[src/pkg/dsw_pkg.sv]
package dsw_pkg;
  // stage action codes
  localparam logic [3:0] ACT_NONE = 4'h0;
  localparam logic [3:0] ACT_RESET = 4'h1;
  localparam logic [3:0] ACT_DELAY = 4'h5;
  localparam logic [3:0] ACT_ALERT = 4'h8;
  localparam logic [3:0] ACT_RESET_ALERT = 4'h9;
  localparam logic [3:0] ACT_DELAY_ALERT = 4'hD;
  // reset values
  localparam logic [1:0] RST_STAGE = 2'h0;
  // length of the alert and module restart pulses, in clock cycles
  localparam int PULSE_CYCLES = 4;
  localparam logic [3:0] PULSE_LAST = 4'(PULSE_CYCLES - 1);

  typedef enum logic [1:0] {
    DSW_IDLE,
    DSW_STAGE1,
    DSW_STAGE2,
    DSW_DONE
  } dsw_state_t;
endpackage

[src/design/dsw_two_stage_guard_timer.sv]
`timescale 1ns/10ps
`default_nettype none
// What this block does
// RULE1: two programmable stages run in sequence; stage two starts after stage one expires
// RULE2: action code zero disables a stage; it is skipped with no action
// RULE3: reset code at expiry restarts the whole module
// RULE4: delay code is only accepted in stage one; it just extends time
// RULE5: output-only code pulses the alert; reset-plus-output pulses alert and restarts
// RULE6: delay-plus-output pulses the alert at expiry then takes no further action
// RULE7: the alert output on the connector signals a stage expiry
// RULE8: configuration ties the alert output to either stage
// RULE9: an unserviced watchdog takes the configured corrective action
// RULE10: software services before expiry; each service restarts from stage one
// RULE11: each stage counts its own timeout in clock ticks; unknown codes do nothing
module dsw_two_stage_guard_timer #(
  parameter int CNT_W = 32
) (
  // clock and reset
  input wire logic i_mclk,
  input wire logic i_rst_b,
  // configuration
  input wire logic i_enable,
  input wire logic [3:0] i_stage1_code,
  input wire logic [3:0] i_stage2_code,
  input wire logic [CNT_W-1:0] i_stage1_ticks,
  input wire logic [CNT_W-1:0] i_stage2_ticks,
  input wire logic i_alert_sel,
  // software service pulse
  input wire logic i_service,
  // outputs
  output logic o_timeout_alert_out,
  output logic o_module_restart,
  output logic [1:0] o_stage,
  output logic o_expired
);

  dsw_pkg::dsw_state_t state_q, state_d;
  logic [CNT_W-1:0] cnt_q, cnt_d;
  logic [3:0] alert_cnt_q, alert_cnt_d;
  logic [3:0] rst_cnt_q, rst_cnt_d;
  logic alert_q, alert_d;
  logic restart_q, restart_d;
  logic expired_q, expired_d;

  // effective action of a code in a stage; bad codes and stage-two delay become no action
  function automatic logic [3:0] eff_code(input logic [3:0] code, input logic first);
    unique case (code)
      dsw_pkg::ACT_RESET, dsw_pkg::ACT_ALERT, dsw_pkg::ACT_RESET_ALERT,
      dsw_pkg::ACT_DELAY_ALERT: eff_code = code; // see RULE11
      dsw_pkg::ACT_DELAY: eff_code = first ? code : dsw_pkg::ACT_NONE; // see RULE4
      default: eff_code = dsw_pkg::ACT_NONE;
    endcase
  endfunction

  function automatic logic does_reset(input logic [3:0] code);
    does_reset = (code == dsw_pkg::ACT_RESET) || (code == dsw_pkg::ACT_RESET_ALERT);
  endfunction

  function automatic logic does_alert(input logic [3:0] code);
    does_alert = code[3]; // see RULE5 see RULE6
  endfunction

  logic [3:0] c1, c2, cur;
  logic fire;
  assign c1 = eff_code(i_stage1_code, 1'b1);
  assign c2 = eff_code(i_stage2_code, 1'b0);
  assign cur = (state_q == dsw_pkg::DSW_STAGE1) ? c1 : c2;
  assign fire = (cnt_q == '0) &&
                ((state_q == dsw_pkg::DSW_STAGE1) || (state_q == dsw_pkg::DSW_STAGE2));

  // stage sequencing and countdown
  always_comb begin
    state_d = state_q;
    cnt_d = cnt_q;
    expired_d = expired_q;
    if (!i_enable) begin
      state_d = dsw_pkg::DSW_IDLE;
      expired_d = 1'b0;
    end else if (i_service || state_q == dsw_pkg::DSW_IDLE) begin
      state_d = dsw_pkg::DSW_STAGE1; // see RULE10
      cnt_d = i_stage1_ticks; // see RULE11
      expired_d = 1'b0;
    end else if (state_q == dsw_pkg::DSW_STAGE1 || state_q == dsw_pkg::DSW_STAGE2) begin
      if (state_q == dsw_pkg::DSW_STAGE1 && i_stage1_code == dsw_pkg::ACT_NONE) begin
        // disabled first stage passes straight over to stage two
        state_d = dsw_pkg::DSW_STAGE2; // see RULE2
        cnt_d = i_stage2_ticks;
      end else if (state_q == dsw_pkg::DSW_STAGE2 && i_stage2_code == dsw_pkg::ACT_NONE) begin
        // only an all-zero code skips; other dead codes still count and expire quietly
        state_d = dsw_pkg::DSW_DONE; // see RULE2
      end else if (cnt_q != '0) begin
        cnt_d = cnt_q - 1'b1;
      end else if (state_q == dsw_pkg::DSW_STAGE1) begin
        state_d = dsw_pkg::DSW_STAGE2; // see RULE1
        cnt_d = i_stage2_ticks;
        expired_d = 1'b1;
      end else begin
        state_d = dsw_pkg::DSW_DONE; // wait in DONE until the next service or until the guard is disabled
        expired_d = 1'b1;
      end
    end
  end

  // action pulses; an action in a skipped stage never fires since the action gate also needs a live code in cur
  always_comb begin
    alert_d = 1'b0;
    restart_d = 1'b0;
    alert_cnt_d = alert_cnt_q;
    rst_cnt_d = rst_cnt_q;
    if (alert_cnt_q != 4'h0) begin
      alert_cnt_d = alert_cnt_q - 4'h1;
      alert_d = 1'b1;
    end
    if (rst_cnt_q != 4'h0) begin
      rst_cnt_d = rst_cnt_q - 4'h1;
      restart_d = 1'b1;
    end
    if (fire && i_enable && !i_service && cur != dsw_pkg::ACT_NONE) begin
      // alert only follows the chosen stage
      if (does_alert(cur) && ((state_q == dsw_pkg::DSW_STAGE2) == i_alert_sel)) begin
        alert_d = 1'b1; // see RULE7 see RULE8
        alert_cnt_d = dsw_pkg::PULSE_LAST;
      end
      if (does_reset(cur)) begin
        restart_d = 1'b1; // see RULE3 see RULE9
        rst_cnt_d = dsw_pkg::PULSE_LAST;
      end
    end
  end

  always_ff @(posedge i_mclk or negedge i_rst_b) begin
    if (!i_rst_b) begin
      state_q <= dsw_pkg::DSW_IDLE;
      cnt_q <= '0;
      alert_cnt_q <= 4'h0;
      rst_cnt_q <= 4'h0;
      alert_q <= 1'b0;
      restart_q <= 1'b0;
      expired_q <= 1'b0;
    end else begin
      state_q <= state_d;
      cnt_q <= cnt_d;
      alert_cnt_q <= alert_cnt_d;
      rst_cnt_q <= rst_cnt_d;
      alert_q <= alert_d;
      restart_q <= restart_d;
      expired_q <= expired_d;
    end
  end

  assign o_timeout_alert_out = alert_q;
  assign o_module_restart = restart_q;
  assign o_stage = state_q;
  assign o_expired = expired_q;
endmodule
`default_nettype wire

[config.mk]
export PLATFORM = sky130hd
export DESIGN_NAME = dsw_two_stage_guard_timer
export DESIGN_NICKNAME = d
export VERILOG_FILES = /design/src/pkg/dsw_pkg.sv /design/src/design/dsw_two_stage_guard_timer.sv
export SDC_FILE = /design/constraint.sdc
export NUM_CORES = 1
export LEC_CHECK = 0
export BUFFER_PORTS_ARGS = -buffer_cell sky130_fd_sc_hd__buf_2
export CAP_MARGIN = 20
export CORE_ASPECT_RATIO = 2
export CORE_MARGIN = 3
export CORE_UTILIZATION = 54
export DETAILED_ROUTE_END_ITERATION = 6
export GPL_ROUTABILITY_DRIVEN = 0
export GPL_TIMING_DRIVEN = 1
export PLACE_DENSITY = 0.81
export SKIP_LAST_GASP = 1
export SYNTH_ARGS = -nofsm -noshare
export SYNTH_HDL_FRONTEND = slang
export SYNTH_SLANG_ARGS = --single-unit
[constraint.sdc]
create_clock -name i_mclk -period 2.5 [get_ports i_mclk]
set_input_delay 0.25 -clock i_mclk [delete_from_list [all_inputs] [get_ports i_mclk]]
set_output_delay 0.25 -clock i_mclk [all_outputs]
set_load 0.01 [all_outputs]
## Yosys cells after proc, flatten, opt, wreduce, memory -nomap -nowiden

Index checks and enable logic that the tools add are counted.

- Flip-flop bits (word level): 45
- Input port bits: 77
- Output and inout port bits: 5
- Word-level logic and storage cells: 90

- $add $sub $neg: 3
- Eq/ne operators: 20
- Mux-type cells: 34
- Reductions and logical operators: 26

Operators by type and width:

| operator | number |
|---|---|
| 32-bit 2-to-1 mux | 6 |
| 4-bit 2-to-1 mux | 9 |
| 32-bit zero test | 1 |
| 32-bit nonzero test | 1 |
| 32-bit by 1-bit subtractor with 32-bit output, second input constant | 1 |
| 4-bit equality test, second input constant | 7 |
| 4-bit nonzero test | 4 |
| 1-bit 2-to-1 mux | 13 |
| 4-bit by 1-bit equality test with 1-bit output, second input constant | 3 |
| 2-bit 2-to-1 mux | 6 |
| 3-bit != test, second input constant | 4 |
| 4-bit zero test | 2 |
| 4-bit AND reduction | 2 |
| 4-bit by 1-bit subtractor with 4-bit output, second input constant | 2 |
| 1-bit logical AND | 7 |
| 5-bit != test, second input constant | 1 |
| 5-bit OR reduction | 1 |
| 4-bit by 3-bit equality test with 1-bit output, second input constant | 1 |
| 4-bit OR reduction | 1 |
| 1-bit logical OR | 3 |
| 3-bit by 1-bit != test with 1-bit output, second input constant | 1 |
| 2-bit by 1-bit equality test with 1-bit output, second input constant | 1 |
| 2-bit equality test, second input constant | 1 |
| 2-bit zero test | 1 |
| 4 further kinds | 4 |

## Depth between registers and ports, before layout

Gate-level depths: netlist of the first run.

- Depth in word-level cells: 8
- Mapped depth: 10
- Mapped depth without buffers: 8

## Least setup slack after synthesis of the first run

No wires, ideal clock.

- Kind: reg2reg
- From: register cnt_q[0]
- To: register cnt_q[18]
- Setup time: 0.125 ns
- Data arrival time: 2.116 ns
- Required time: 2.375 ns
- Slack: 0.260 ns
- Cell stages (with the launch flop): 10
- Buffers on the path: 1
- Period minus slack after synthesis: 2.240 ns
- Cell sequence: dfrtp_1 > inv_1 > ha_1 > nor4b_1 > nand4b_4 > o31a_1 > nand2_2 > buf_4 > o211ai_1 > mux2_2

- Cells in the longest elaborated chain, start to end: 6

RTL lines:

| item | line | text |
|---|---|---|
| from (decl) | dsw_two_stage_guard_timer.sv:38 | `logic [CNT_W-1:0] cnt_q, cnt_d;` |
| from (signal assigned) | dsw_two_stage_guard_timer.sv:142 | `cnt_q <= cnt_d;` |
| 32-bit by 1-bit subtractor with 32-bit output or 32-bit nonzero test (tied branches) | dsw_two_stage_guard_timer.sv:92, dsw_two_stage_guard_timer.sv:91 |  |
| 32-bit 2-to-1 mux | dsw_two_stage_guard_timer.sv:91 | `end else if (cnt_q != '0) begin` |
| 32-bit 2-to-1 mux | dsw_two_stage_guard_timer.sv:88 | `end else if (state_q == dsw_pkg::DSW_STAGE2 && i_stage2_code == dsw_pkg::ACT_NONE) begin` |
| 32-bit 2-to-1 mux | dsw_two_stage_guard_timer.sv:84 | `if (state_q == dsw_pkg::DSW_STAGE1 && i_stage1_code == dsw_pkg::ACT_NONE) begin` |
| 32-bit 2-to-1 mux | dsw_two_stage_guard_timer.sv:83 | `end else if (state_q == dsw_pkg::DSW_STAGE1 \|\| state_q == dsw_pkg::DSW_STAGE2) begin` |
| 32-bit 2-to-1 mux | dsw_two_stage_guard_timer.sv:79 | `end else if (i_service \|\| state_q == dsw_pkg::DSW_IDLE) begin` |

Several ways; a longest one is shown, not always the timed one. The select of a mux whose other input is x is not followed.
A chain may end at the register's enable or synchronous reset.

## Worst setup path in the final report of the first run

- From: register cnt_q[27]
- To: register cnt_q[16]

- Cells in the longest elaborated chain, start to end: 6

RTL lines:

| item | line |
|---|---|
| 32-bit nonzero test * | dsw_two_stage_guard_timer.sv:91 |
| 32-bit 2-to-1 mux | dsw_two_stage_guard_timer.sv:91 |
| 32-bit 2-to-1 mux | dsw_two_stage_guard_timer.sv:88 |
| 32-bit 2-to-1 mux | dsw_two_stage_guard_timer.sv:84 |
| 32-bit 2-to-1 mux | dsw_two_stage_guard_timer.sv:83 |
| 32-bit 2-to-1 mux | dsw_two_stage_guard_timer.sv:79 |

Every way passes the cells marked *; elsewhere a longest branch is shown, timed or not. The select of a mux whose other input is x is not followed.

==> results.py, run 1 <==
metrics = {
    "worst_setup_path": {
        "cp-end-kind": "register",
        "start_kind": "register",
        "endpoint": "cnt_q[16]$_DFFE_PN0P_",
        "critPathSlowestCell": "or4_1",
        "crit_required_ps": 2660,
        "crit_path_start": "cnt_q[27]$_DFFE_PN0P_",
        "cp.arrival_ps": 2520,
        "path_cells": "or4_1, nand4b_4, o31ai_2, buf_4, nor3_1, a211oi_1, o2bb2ai_1",
        "critPathMaxFanout": 17,
        "r2r_cells": 7,
        "critPathKind": "reg2reg",
        "cpPeakStageDelay_ps": 600,
        "r2r-start": "cnt_q[27]$_DFFE_PN0P_",
        "reg2reg_to": "cnt_q[16]$_DFFE_PN0P_",
        "r2r_slack_ps": 140,
    },
    "power_and_ir_drop": {
        "combPwrFrac": 0.298,
        "p_sw_frac": 0.326,
        "clockPowerShare": 0.292,
        "power.switching_mw": 0.864,
        "pwr-share-seq": 0.410,
        "irDropWorstVdd_mv": 0.412,
        "p_int_mw": 1.79,
        "power_density_nw_per_um2": 670,
        "cellLeakagePower_nw": 1.71,
    },
    "synthesis": {
        "syn_inst": 391,
        "synthArstFlopShare": 1.00,
        "ys.flop_type": "dfrtp_1",
        "synth_warnings": 0,
        "ys_seq_area_frac": 0.349,
        "synth_cell_types": 59,
        "syn_nets": 475,
        "syn_area_per_cell_sq_um": 8.25,
        "synth.cell_area_sq_um": 3230,
        "synth-edff-count": 0,
        "synth_seq_cells": 45,
    },
    "finish": {
        "insertedDiodeCount": 0,
        "area_delta_synth_final_pct": 22.5,
        "nNetsFinal": 557,
        "drive_above_1_share": 0.270,
        "final_cells": 535,
    },
    "clocking": {
        "clock_latency_ps": 280,
        "clock_sinks": 45,
        "clock_path_buffers": 2,
        "cts.clk_slew.worst_paths_ps": 70,
        "root_buffer": "clkbuf_16",
        "cts_htree_levels": 2,
        "numCtsBuffers": 5,
        "cts_tree": "built",
    },
    "global_route": {
        "grt_pass1_vias": 3399,
        "grt_use_met1": 0.283,
        "grtUsageTotal": 0.268,
        "use_met2": 0.505,
        "top_usage_layer": "met2",
        "use_met3": 0.0292,
        "antenna_found_initial": 0,
        "grt_pass1_wl_mm": 14.7,
        "grt_max_degree": 46,
        "grt.overflow.total": 0,
    },
    "die": {
        "dieHeight_microns": 115,
        "dieArea_sq_um": 7000,
        "io_pins": 82,
        "start_util": 0.560,
        "die_w_microns": 60.7,
        "num_rows": 39,
        "coreArea_sq_um": 5760,
    },
    "sta": {
        "slew_viol_final": 0,
        "tightestPinTransition_ps": 591,
        "relSlewSlack": 0.606,
        "tns_ps": 0,
        "fmaxAchievable_ghz": 0.423,
        "timing.final.hold_violations": 0,
        "rsz0062_at_grt": "false",
        "setup_viol": 0,
        "skew_ps": 6.42,
        "setup_ws_ps": 135,
        "post-route-period-util": 0.946,
        "hold_slack_ps": 37.1,
        "min_period_ps": 2360,
    },
    "outcome": {
        "status": "complete, no violations",
    },
    "drt": {
        "vias_per_cell": 6.31,
        "drtIter0Drc": 135,
        "detail_route.drc_violations": 0,
        "drt_wl_total_mm": 9.18,
        "vias": 3374,
        "drt_first_pass_iters": 4,
        "antenna_left": 0,
        "wl_per_cell_microns": 17.2,
    },
    "place": {
        "port-buffer-count": 81,
        "dp_slack_ps": 65.0,
        "dp_cells": 526,
        "hpwl_mm": 6.67,
    },
    "hold_path": {
        "hold_path.class": "in2async",
    },
    "flow_run": {
        "max_cap_violations": 0,
    },
}
## repair_timing
item | 4_1_cts | 5_1_grt
buffers inserted | 0 | 1
endpoints found under the setup margin | 9 | 23
pin swaps | 0 | 0
resized for setup | 1 | 3
hold buffers | 0 | 0
## cell usage in the layout (no fill, tap or decap), drive strengths merged, types with 2 or more instances in the layout
master and instances:
a211o 3, a211oi 5, a21oi 8, a22o 5
a311o 2, a31oi 19, and2 4, buf 99
clkbuf 7, dfrtp 45, ha 7, inv 10
mux2 4, nand2 54, nand2b 4, nand3 18
nand3b 3, nand4 4, nor2 41, nor3 15
nor3b 5, nor4 11, nor4b 2, o211ai 16
o21ai 20, o22ai 2, o2bb2ai 6, o311a 2
o311ai 3, o31ai 4, o41ai 3, or2 4
or3 6, or4 3, xnor2 11, xor2 5
## flip-flops by register name (all words and copies together), names as in the netlist
signal,cells
o_timeout_alert_out,1
o_expired,1
o_module_restart,1
o_stage,2
alert_cnt_q,4
rst_cnt_q,4
cnt_q,32
## how the worst min path moves through the flow
stage | to | cells past startpoint
2_1_floorplan | alert_cnt_q[0]$_DFF_PN0_ | 0
3_3_place_gp | o_stage[1]$_DFFE_PN0P_ | 2
3_5_place_dp | rst_cnt_q[3]$_DFF_PN0_ | 2
4_1_cts | rst_cnt_q[3]$_DFF_PN0_ | 2
5_1_grt | rst_cnt_q[3]$_DFF_PN0_ | 2
6_report | rst_cnt_q[3]$_DFF_PN0_ | 2
## critical path: cells and delay by family, from the launching register on
family	cells	cell delay, ps
AOI/OAI and AO/OA	3	640
buffers and inverters	1	280
DFF	1	410
and+or+nand+nor	3	910
## per-stage QoR
stage	utilization	total power [mW]	instance area, sq um
6_report	0.687	2.65	3950
5_1_grt	0.687	2.79	3950
4_1_cts	0.681	2.63	3920
3_5_place_dp	0.650	1.86	3740
3_3_place_gp	0.650	1.82	3740
2_1_floorplan	-	1.59	3230
## per-layer routing
metal / up-vias / wire (microns)
met5: - / 0
met4: 0 / 258
met3: 23 / 408
met2: 113 / 5120
met1: 1623 / 3390
li1: 1615 / -
## Yosys cell counts, drive strengths merged, types with 2 or more instances
cell type   n  share of area
o22ai       2         0.0039
nand4       4         0.0078
nor2       41          0.048
nor4b       2         0.0054
o21ai      20          0.031
nand2      54          0.064
a211o       3         0.0081
nand2b      4         0.0078
clkbuf     15          0.017
inv        10          0.012
a211oi      5          0.012
nor3b       5          0.013
nor3       15          0.023
nand3b      3         0.0070
or4         3         0.0081
or2         4         0.0078
buf         9          0.019
a22o        5          0.014
or3         6          0.013
a21oi       8          0.012
dfrtp      45           0.35
and2        4         0.0078
mux2        4          0.014
o41ai       3         0.0081
a311o       2         0.0062
o311a       2         0.0062
xnor2      11          0.030
nor4       11          0.028
a31oi      19          0.037
o2bb2ai     6          0.016
o211ai     16          0.037
nand3      18          0.028
ha          7          0.027
o311ai      3         0.0081
o31ai       4          0.012
xor2        5          0.014
## power groups by stage
stage | registers [mW] | clock network (mW) | logic, mW
CTS | 1.07 | 0.775 | 0.783
floorplan | 1.04 | 0 | 0.556
global route | 1.11 | 0.796 | 0.881
global placement | 1.07 | 0 | 0.746
finish | 1.09 | 0.775 | 0.789
detailed placement | 1.08 | 0 | 0.772
## area by class of cell
| cell class | instances | area, sq um |
|---|---|---|
| clock buffer | 7 | 143 |
| clock inverter | 1 | 30.0 |
| multi-input combinational | 312 | 1990 |
| sequential | 45 | 1130 |
| inverter | 10 | 37.5 |
| timing repair buffer | 99 | 553 |
| fill | 498 | 1800 |
| tap | 61 | 76.3 |
## kinds of logic after synthesis
logic type | share of synthesized area
compound gates | 0.236
xor+xnor | 0.0434
fa+ha+maj | 0.0271
buf+inv | 0.0477
flops | 0.349
mux | 0.0140
simple gates | 0.283
Power figures use the tool's default switching activity.
==> run 2, diff against run 1 <==
PLACE_DENSITY = not set   (was 0.81)
PLACE_DENSITY_LB_ADDON = 0.05   (was not set)
==> run 2 against run 1 <==
Against the previous run: power fell by 4.6%; clock power fell by 15%; wire length rose by 0.24%; die area did not move; via count fell by 1.9%; core utilization rose by 0.63 points; critical path depth fell by 1; cell area rose by 0.92%; register-to-register slack got worse by 30 ps.
==> results.py, run 2 (synthesis results as in run 1) <==
metrics = {
    "outcome": {
        "status": "complete, no violations",
    },
    "drt": {
        "top_layer": "met4",
        "wl_per_cell_microns": 16.9,
        "dr_wl_met3_microns": 419,
        "vias": 3309,
        "antenna_left": 0,
        "drtIter0Drc": 147,
        "wl_met1_mm": 3.53,
        "drt_wl_total_mm": 9.21,
        "vias_per_cell": 6.08,
        "detail_route.drc_violations": 0,
        "dr_wl_met2_mm": 5.01,
        "drt_first_pass_iters": 4,
    },
    "clocking": {
        "clock_path_buffers": 2,
        "postCtsSetupBuffers": 0,
        "clock_sinks": 45,
        "numCtsBuffers": 5,
        "cts_htree_levels": 2,
        "clock_latency_ps": 290,
        "cts_tree": "built",
        "root_buffer": "clkbuf_16",
        "cts.clk_slew.worst_paths_ps": 60,
    },
    "worst_setup_path": {
        "reg2reg_to": "cnt_q[15]$_DFFE_PN0P_",
        "r2r-start": "cnt_q[26]$_DFFE_PN0P_",
        "r2r_cells": 6,
        "crit_required_ps": 2680,
        "critPathKind": "reg2reg",
        "start_kind": "register",
        "critPathMaxFanout": 15,
        "cp-end-kind": "register",
        "cp.arrival_ps": 2570,
        "r2r_slack_ps": 110,
    },
    "finish": {
        "insertedDiodeCount": 0,
        "area_delta_synth_final_pct": 23.7,
        "fin_util": 0.693,
        "largest-register": "cnt_q",
        "final_cell_mix": "81 x buf_2, 52 x nand2_1, 45 x dfrtp_1",
        "largest_reg_flops": 32,
        "drive_above_1_share": 0.282,
        "nNetsFinal": 567,
        "fillers": 513,
        "reg_top3": "cnt_q (32), alert_cnt_q (4), rst_cnt_q (4)",
        "design_area_sq_um": 3990,
        "final_common_cell": "buf_2",
    },
    "hold_path": {
        "holdPathStages": 3,
        "min-delay-start": "i_stage1_ticks[8]",
        "hold_path.class": "in2reg",
        "hold_end": "cnt_q[8]$_DFFE_PN0P_",
    },
    "global_route": {
        "grt_pass1_wl_mm": 14.9,
        "grt_pass1_vias": 3387,
        "grtUsageTotal": 0.278,
        "grt.overflow.total": 0,
        "antenna_found_initial": 0,
        "grt_max_degree": 37,
    },
    "die": {
        "dieArea_sq_um": 7000,
        "dieHeight_microns": 115,
        "num_rows": 39,
        "coreArea_sq_um": 5760,
        "die_w_microns": 60.7,
        "io_pins": 82,
        "start_util": 0.560,
    },
    "sta": {
        "skew_ps": 5.57,
        "rsz0062_at_grt": "true",
        "min_period_ps": 2390,
        "tightestPinTransition_ps": 613,
        "relSlewSlack": 0.592,
        "setup_ws_ps": 106,
        "setup_viol": 0,
        "timing.final.hold_violations": 0,
        "post-route-period-util": 0.958,
        "slew_viol_final": 0,
        "fmaxAchievable_ghz": 0.418,
    },
    "place": {
        "hpwl_mm": 6.98,
        "port-buffer-count": 81,
        "dp_slack_ps": 130,
        "place_area_sq_um": 3830,
    },
    "power_and_ir_drop": {
        "power_density_nw_per_um2": 633,
        "irDropWorstVdd_mv": 0.448,
        "cellLeakagePower_nw": 1.74,
    },
    "flow_run": {
        "max_cap_violations": 0,
    },
}
run 2: changes by cell type in the layout (fill, tap and decap cells not counted):
cell,previous run,this run
nor4b_4,1,0
nor3b_2,0,1
nor4b_1,1,2
nor3b_4,1,0
buf_12,1,2
nor4_2,0,2
nor4_4,2,1
nor4_1,9,8
dlygate4sd3_1,0,1
buf_4,17,25
bufinv_16,1,0
run 2: per-stage QoR:
step | hold slack [ps] | instances | total power [mW] | TNS, ps
global placement | 241 | 536 | 1.83 | 0
CTS | 207 | 544 | 2.54 | 0
global route | 226 | 544 | 2.69 | -6.60
floorplan | -45.6 | 391 | 1.59 | 0
finish | 206 | 544 | 2.53 | 0
detailed placement | 250 | 536 | 1.87 | 0
run 2: report_power, final:
part	total [mW]	switching, mW	internal, mW
logic	0.808	0.406	0.401
clock network	0.661	0.268	0.393
registers	1.06	0.160	0.898
total	2.53	0.834	1.69
run 2: worst max-delay path by stage:
stage                           from                    end  slack, ps
2_1_floorplan   cnt_q[0]$_DFFE_PN0P_  cnt_q[18]$_DFFE_PN0P_        260
3_3_place_gp   cnt_q[26]$_DFFE_PN0P_  cnt_q[18]$_DFFE_PN0P_        160
3_5_place_dp   cnt_q[26]$_DFFE_PN0P_  cnt_q[18]$_DFFE_PN0P_        130
4_1_cts        cnt_q[26]$_DFFE_PN0P_  cnt_q[18]$_DFFE_PN0P_        100
5_1_grt         cnt_q[1]$_DFFE_PN0P_  cnt_q[26]$_DFFE_PN0P_         -5
6_report       cnt_q[26]$_DFFE_PN0P_  cnt_q[15]$_DFFE_PN0P_        110
run 2: cell type report:
type | instances | area [sq um] | area share
Clock buffer | 7 | 143 | 0.0357
Timing Repair Buffer | 109 | 643 | 0.161
Multi-Input combinational cell | 312 | 1960 | 0.492
Inverter | 10 | 37.5 | 0.00941
Tap cell | 61 | 76.3 | 0.0191
Sequential cell | 45 | 1130 | 0.282
run 2: worst max-delay path: stages, from the launching register on:
cell,delay [ps]
dfrtp_1,400
or4_1,570
nand4b_4,230
o31a_1,380
nand2_2,280
o211ai_1,170
a22o_1,250
run 2: what timing repair did:
| action | in CTS | in global routing |
|---|---|---|
| hold endpoints to repair | 21 | 0 |
| gates resized for setup | 0 | 1 |
| endpoints found under the setup margin | 0 | 6 |
| hold buffers | 1 | 0 |
run 2: per-layer routing:
metal  track usage  vias to the layer above
met2         0.507                       97
met1         0.297                     1567
met4         0.130                        0
li1              -                     1628
met3        0.0416                       17
met5             0                        -
==> run 3, diff against run 2 <==
ABC_AREA = 1   (was not set)
CAP_MARGIN = not set   (was 20)
CORE_UTILIZATION = 57   (was 54)
==> run 3 against run 2 <==
Against the previous run: clock-buffer cell count increased by 1; cell area grew 18%; global-route usage increased by 0.76 points; wire length up 23%; power grew 6.7%; hold slack improved by 71 ps; flip-flop and latch count unchanged; area after synthesis increased by 28%; die area grew 19%; core utilization fell by 2.1 points; register-to-register slack gained 160 ps; synthesized cell count up 76%; largest power group unchanged; highest routed layer unchanged.
==> results.py, run 3 <==
metrics = {
    "outcome": {
        "status": "complete, no violations",
    },
    "finish": {
        "nNetsFinal": 852,
        "multi_input_area_sq_um": 2450,
        "final_cell_mix": "212 x nand2_1, 158 x nor2_1, 100 x inv_1",
        "drive_above_1_share": 0.164,
        "fillers": 693,
        "register_area_sq_um": 1130,
        "area_delta_synth_final_pct": 14.0,
        "final_cells": 859,
        "insertedDiodeCount": 0,
        "final_common_cell": "nand2_1",
        "largest-register": "cnt_q",
        "largest_reg_flops": 32,
        "fin_util": 0.672,
        "reg_top3": "cnt_q (32), alert_cnt_q (4), rst_cnt_q (4)",
    },
    "clocking": {
        "cts.clk_slew.worst_paths_ps": 60,
        "clock_path_buffers": 2,
        "cts_htree_levels": 2,
        "numCtsBuffers": 5,
        "cts_tree": "built",
        "clock_latency_ps": 290,
        "root_buffer": "clkbuf_16",
        "clock_sinks": 45,
    },
    "synthesis": {
        "syn_area_per_cell_sq_um": 5.98,
        "synth_seq_cells": 45,
        "synthXorXnorAreaFrac": 0.0298,
        "synthArstFlopShare": 1.00,
        "ys_seq_area_frac": 0.273,
        "synth_common_cells": "212 x nand2_1, 158 x nor2_1, 100 x inv_1",
        "synth_simple_gate_area_frac": 0.465,
        "synth_top_area_share": 0.273,
        "synth-edff-count": 0,
        "synth_cell_types": 32,
        "syn_inst": 689,
        "synthAdderAreaFrac": 0.0213,
        "synth.cell_area_sq_um": 4120,
        "synth_most_common_cell": "nand2_1",
        "synth.area.mux_share": 0,
        "synth_compound_area_frac": 0.0783,
        "synth_area_leaders": "dfrtp_1 27%, nand2_1 19%, nor2_1 14%",
        "ys.flop_type": "dfrtp_1",
        "synth_top_family_by_area": "simple AND/OR/NAND/NOR gates",
        "synth_warnings": 0,
        "syn_nets": 773,
        "yosysTopAreaCell": "dfrtp_1",
    },
    "worst_setup_path": {
        "critPathSlowestCell": "dfrtp_1",
        "start_kind": "register",
        "cp.arrival_ps": 2410,
        "cp-end-kind": "register",
        "crit_family": "simple AND/OR/NAND/NOR gates",
        "critPathKind": "reg2reg",
        "crit_required_ps": 2680,
        "path_cells": "inv_1, ha_1, inv_2, nor2_4, nand3_4, nand2_1, nor2_1, nor2_8, nand3_4, buf_6, nand2_1, a21boi_1",
        "crit_buf_inv": 3,
        "critPathMaxFanout": 50,
        "cpPeakStageDelay_ps": 370,
    },
    "global_route": {
        "grt_pass1_vias": 4361,
        "grt_max_degree": 51,
        "antenna_found_initial": 0,
        "grt_pass1_wl_mm": 18.8,
        "grt.overflow.total": 0,
        "grtUsageTotal": 0.285,
    },
    "drt": {
        "drt_first_pass_iters": 4,
        "drtIter0Drc": 266,
        "wl_per_cell_microns": 13.2,
        "drt_wl_total_mm": 11.3,
        "vias": 4416,
        "detail_route.drc_violations": 0,
        "antenna_left": 0,
        "vias_per_cell": 5.14,
    },
    "place": {
        "hpwl_mm": 8.88,
        "dp_slack_ps": 157,
        "port-buffer-count": 81,
        "dp_cells": 850,
    },
    "sta": {
        "relSlewSlack": 0.664,
        "post-route-period-util": 0.892,
        "min_period_ps": 2230,
        "tns_ps": 0,
        "setup_ws_ps": 270,
        "timing.final.hold_violations": 0,
        "fmaxAchievable_ghz": 0.448,
        "slew_viol_final": 0,
        "setup_viol": 0,
        "skew_ps": 6.39,
        "tightestPinTransition_ps": 502,
        "rsz0062_at_grt": "false",
    },
    "power_and_ir_drop": {
        "power_density_nw_per_um2": 574,
        "cellLeakagePower_nw": 2.53,
        "irDropWorstVdd_mv": 0.400,
    },
    "die": {
        "num_rows": 43,
        "io_pins": 82,
        "dieHeight_microns": 126,
        "die_w_microns": 66.1,
        "coreArea_sq_um": 6990,
        "dieArea_sq_um": 8350,
        "start_util": 0.589,
    },
    "flow_run": {
        "max_cap_violations": 0,
    },
    "hold_path": {
        "hold_path.class": "in2reg",
    },
}
## run 3: changes by cell type after synthesis, moves of 7 or more
cell      previous run  this run
nand3_1             18        37
nor2_2               0         7
nor3_1              15         3
nor4_1               9         0
nand4_1              4        19
inv_1               10       100
nor2_1              41       158
a21boi_1             0         9
a31oi_1             19         1
clkbuf_1            15         6
o211ai_1            16         7
xnor2_1             11         4
nand2_1             52       212
## run 3: power breakdown
part	internal, mW	leakage, nW	switching [mW]
clock	0.373	0.0652	0.285
combinational	0.391	1.93	0.607
sequential	0.883	0.536	0.158
total	1.65	2.53	1.05
## run 3: what timing repair did
action	in CTS	in global routing
endpoints found under the setup margin	0	6
buffers inserted	0	0
gates resized for setup	0	1
endpoints found under the hold margin	19	0
hold buffers	1	0
## run 3: cell type report
class	count	area share
flip-flops and latches	45	0.240
clock buffers	8	0.0290
repair buffers	90	0.102
multi-input cells	522	0.522
well taps	90	0.0240
inverters	104	0.0836
## run 3: worst min-delay path: cells and delay by family
kind / cells / cell delay (ps)
AND/OR/NAND/NOR: 3 / 140
buffers and inverters: 1 / 70
AO/OA/AOI/OAI: 1 / 70
## run 3: final timing paths
| check | cells past startpoint | start | endpoint | slack (ps) |
|---|---|---|---|---|
| worst min register to register | 2 | o_expired$_DFFE_PN0P_ | o_expired$_DFFE_PN0P_ | 500 |
| worst min-delay path | 5 | i_stage2_ticks[7] | cnt_q[7]$_DFFE_PN0P_ | 280 |
| max in group asynchronous | 3 | i_rst_b | cnt_q[22]$_DFFE_PN0P_ | 1320 |
| worst max register to register | 12 | o_stage[1]$_DFFE_PN0P_ | cnt_q[13]$_DFFE_PN0P_ | 270 |
| min in group asynchronous | 2 | i_rst_b | cnt_q[13]$_DFFE_PN0P_ | 430 |
| worst max-delay path | 12 | o_stage[1]$_DFFE_PN0P_ | cnt_q[13]$_DFFE_PN0P_ | 270 |
## run 3: stage by stage
step	instance area, sq um	hold WS, ps	total power [mW]
2_1_floorplan	4120	-45.6	1.76
5_1_grt	4700	293	2.89
6_report	4700	277	2.70
3_5_place_dp	4550	230	2.03
4_1_cts	4690	267	2.70
3_3_place_gp	4550	226	2.01
## run 3: cells by family after synthesis
family,Yosys count
compound gates,51
xor+xnor,14
buf+inv,122
simple gates,450
fa+ha+maj,7
flops,45
## run 3: routing by layer
metal	global-route usage	share of wire	routed length (microns)
met3	0.0428	0.042	472
met5	0	0	0
met1	0.293	0.37	4170
met4	0.154	0.044	501
met2	0.527	0.55	6170
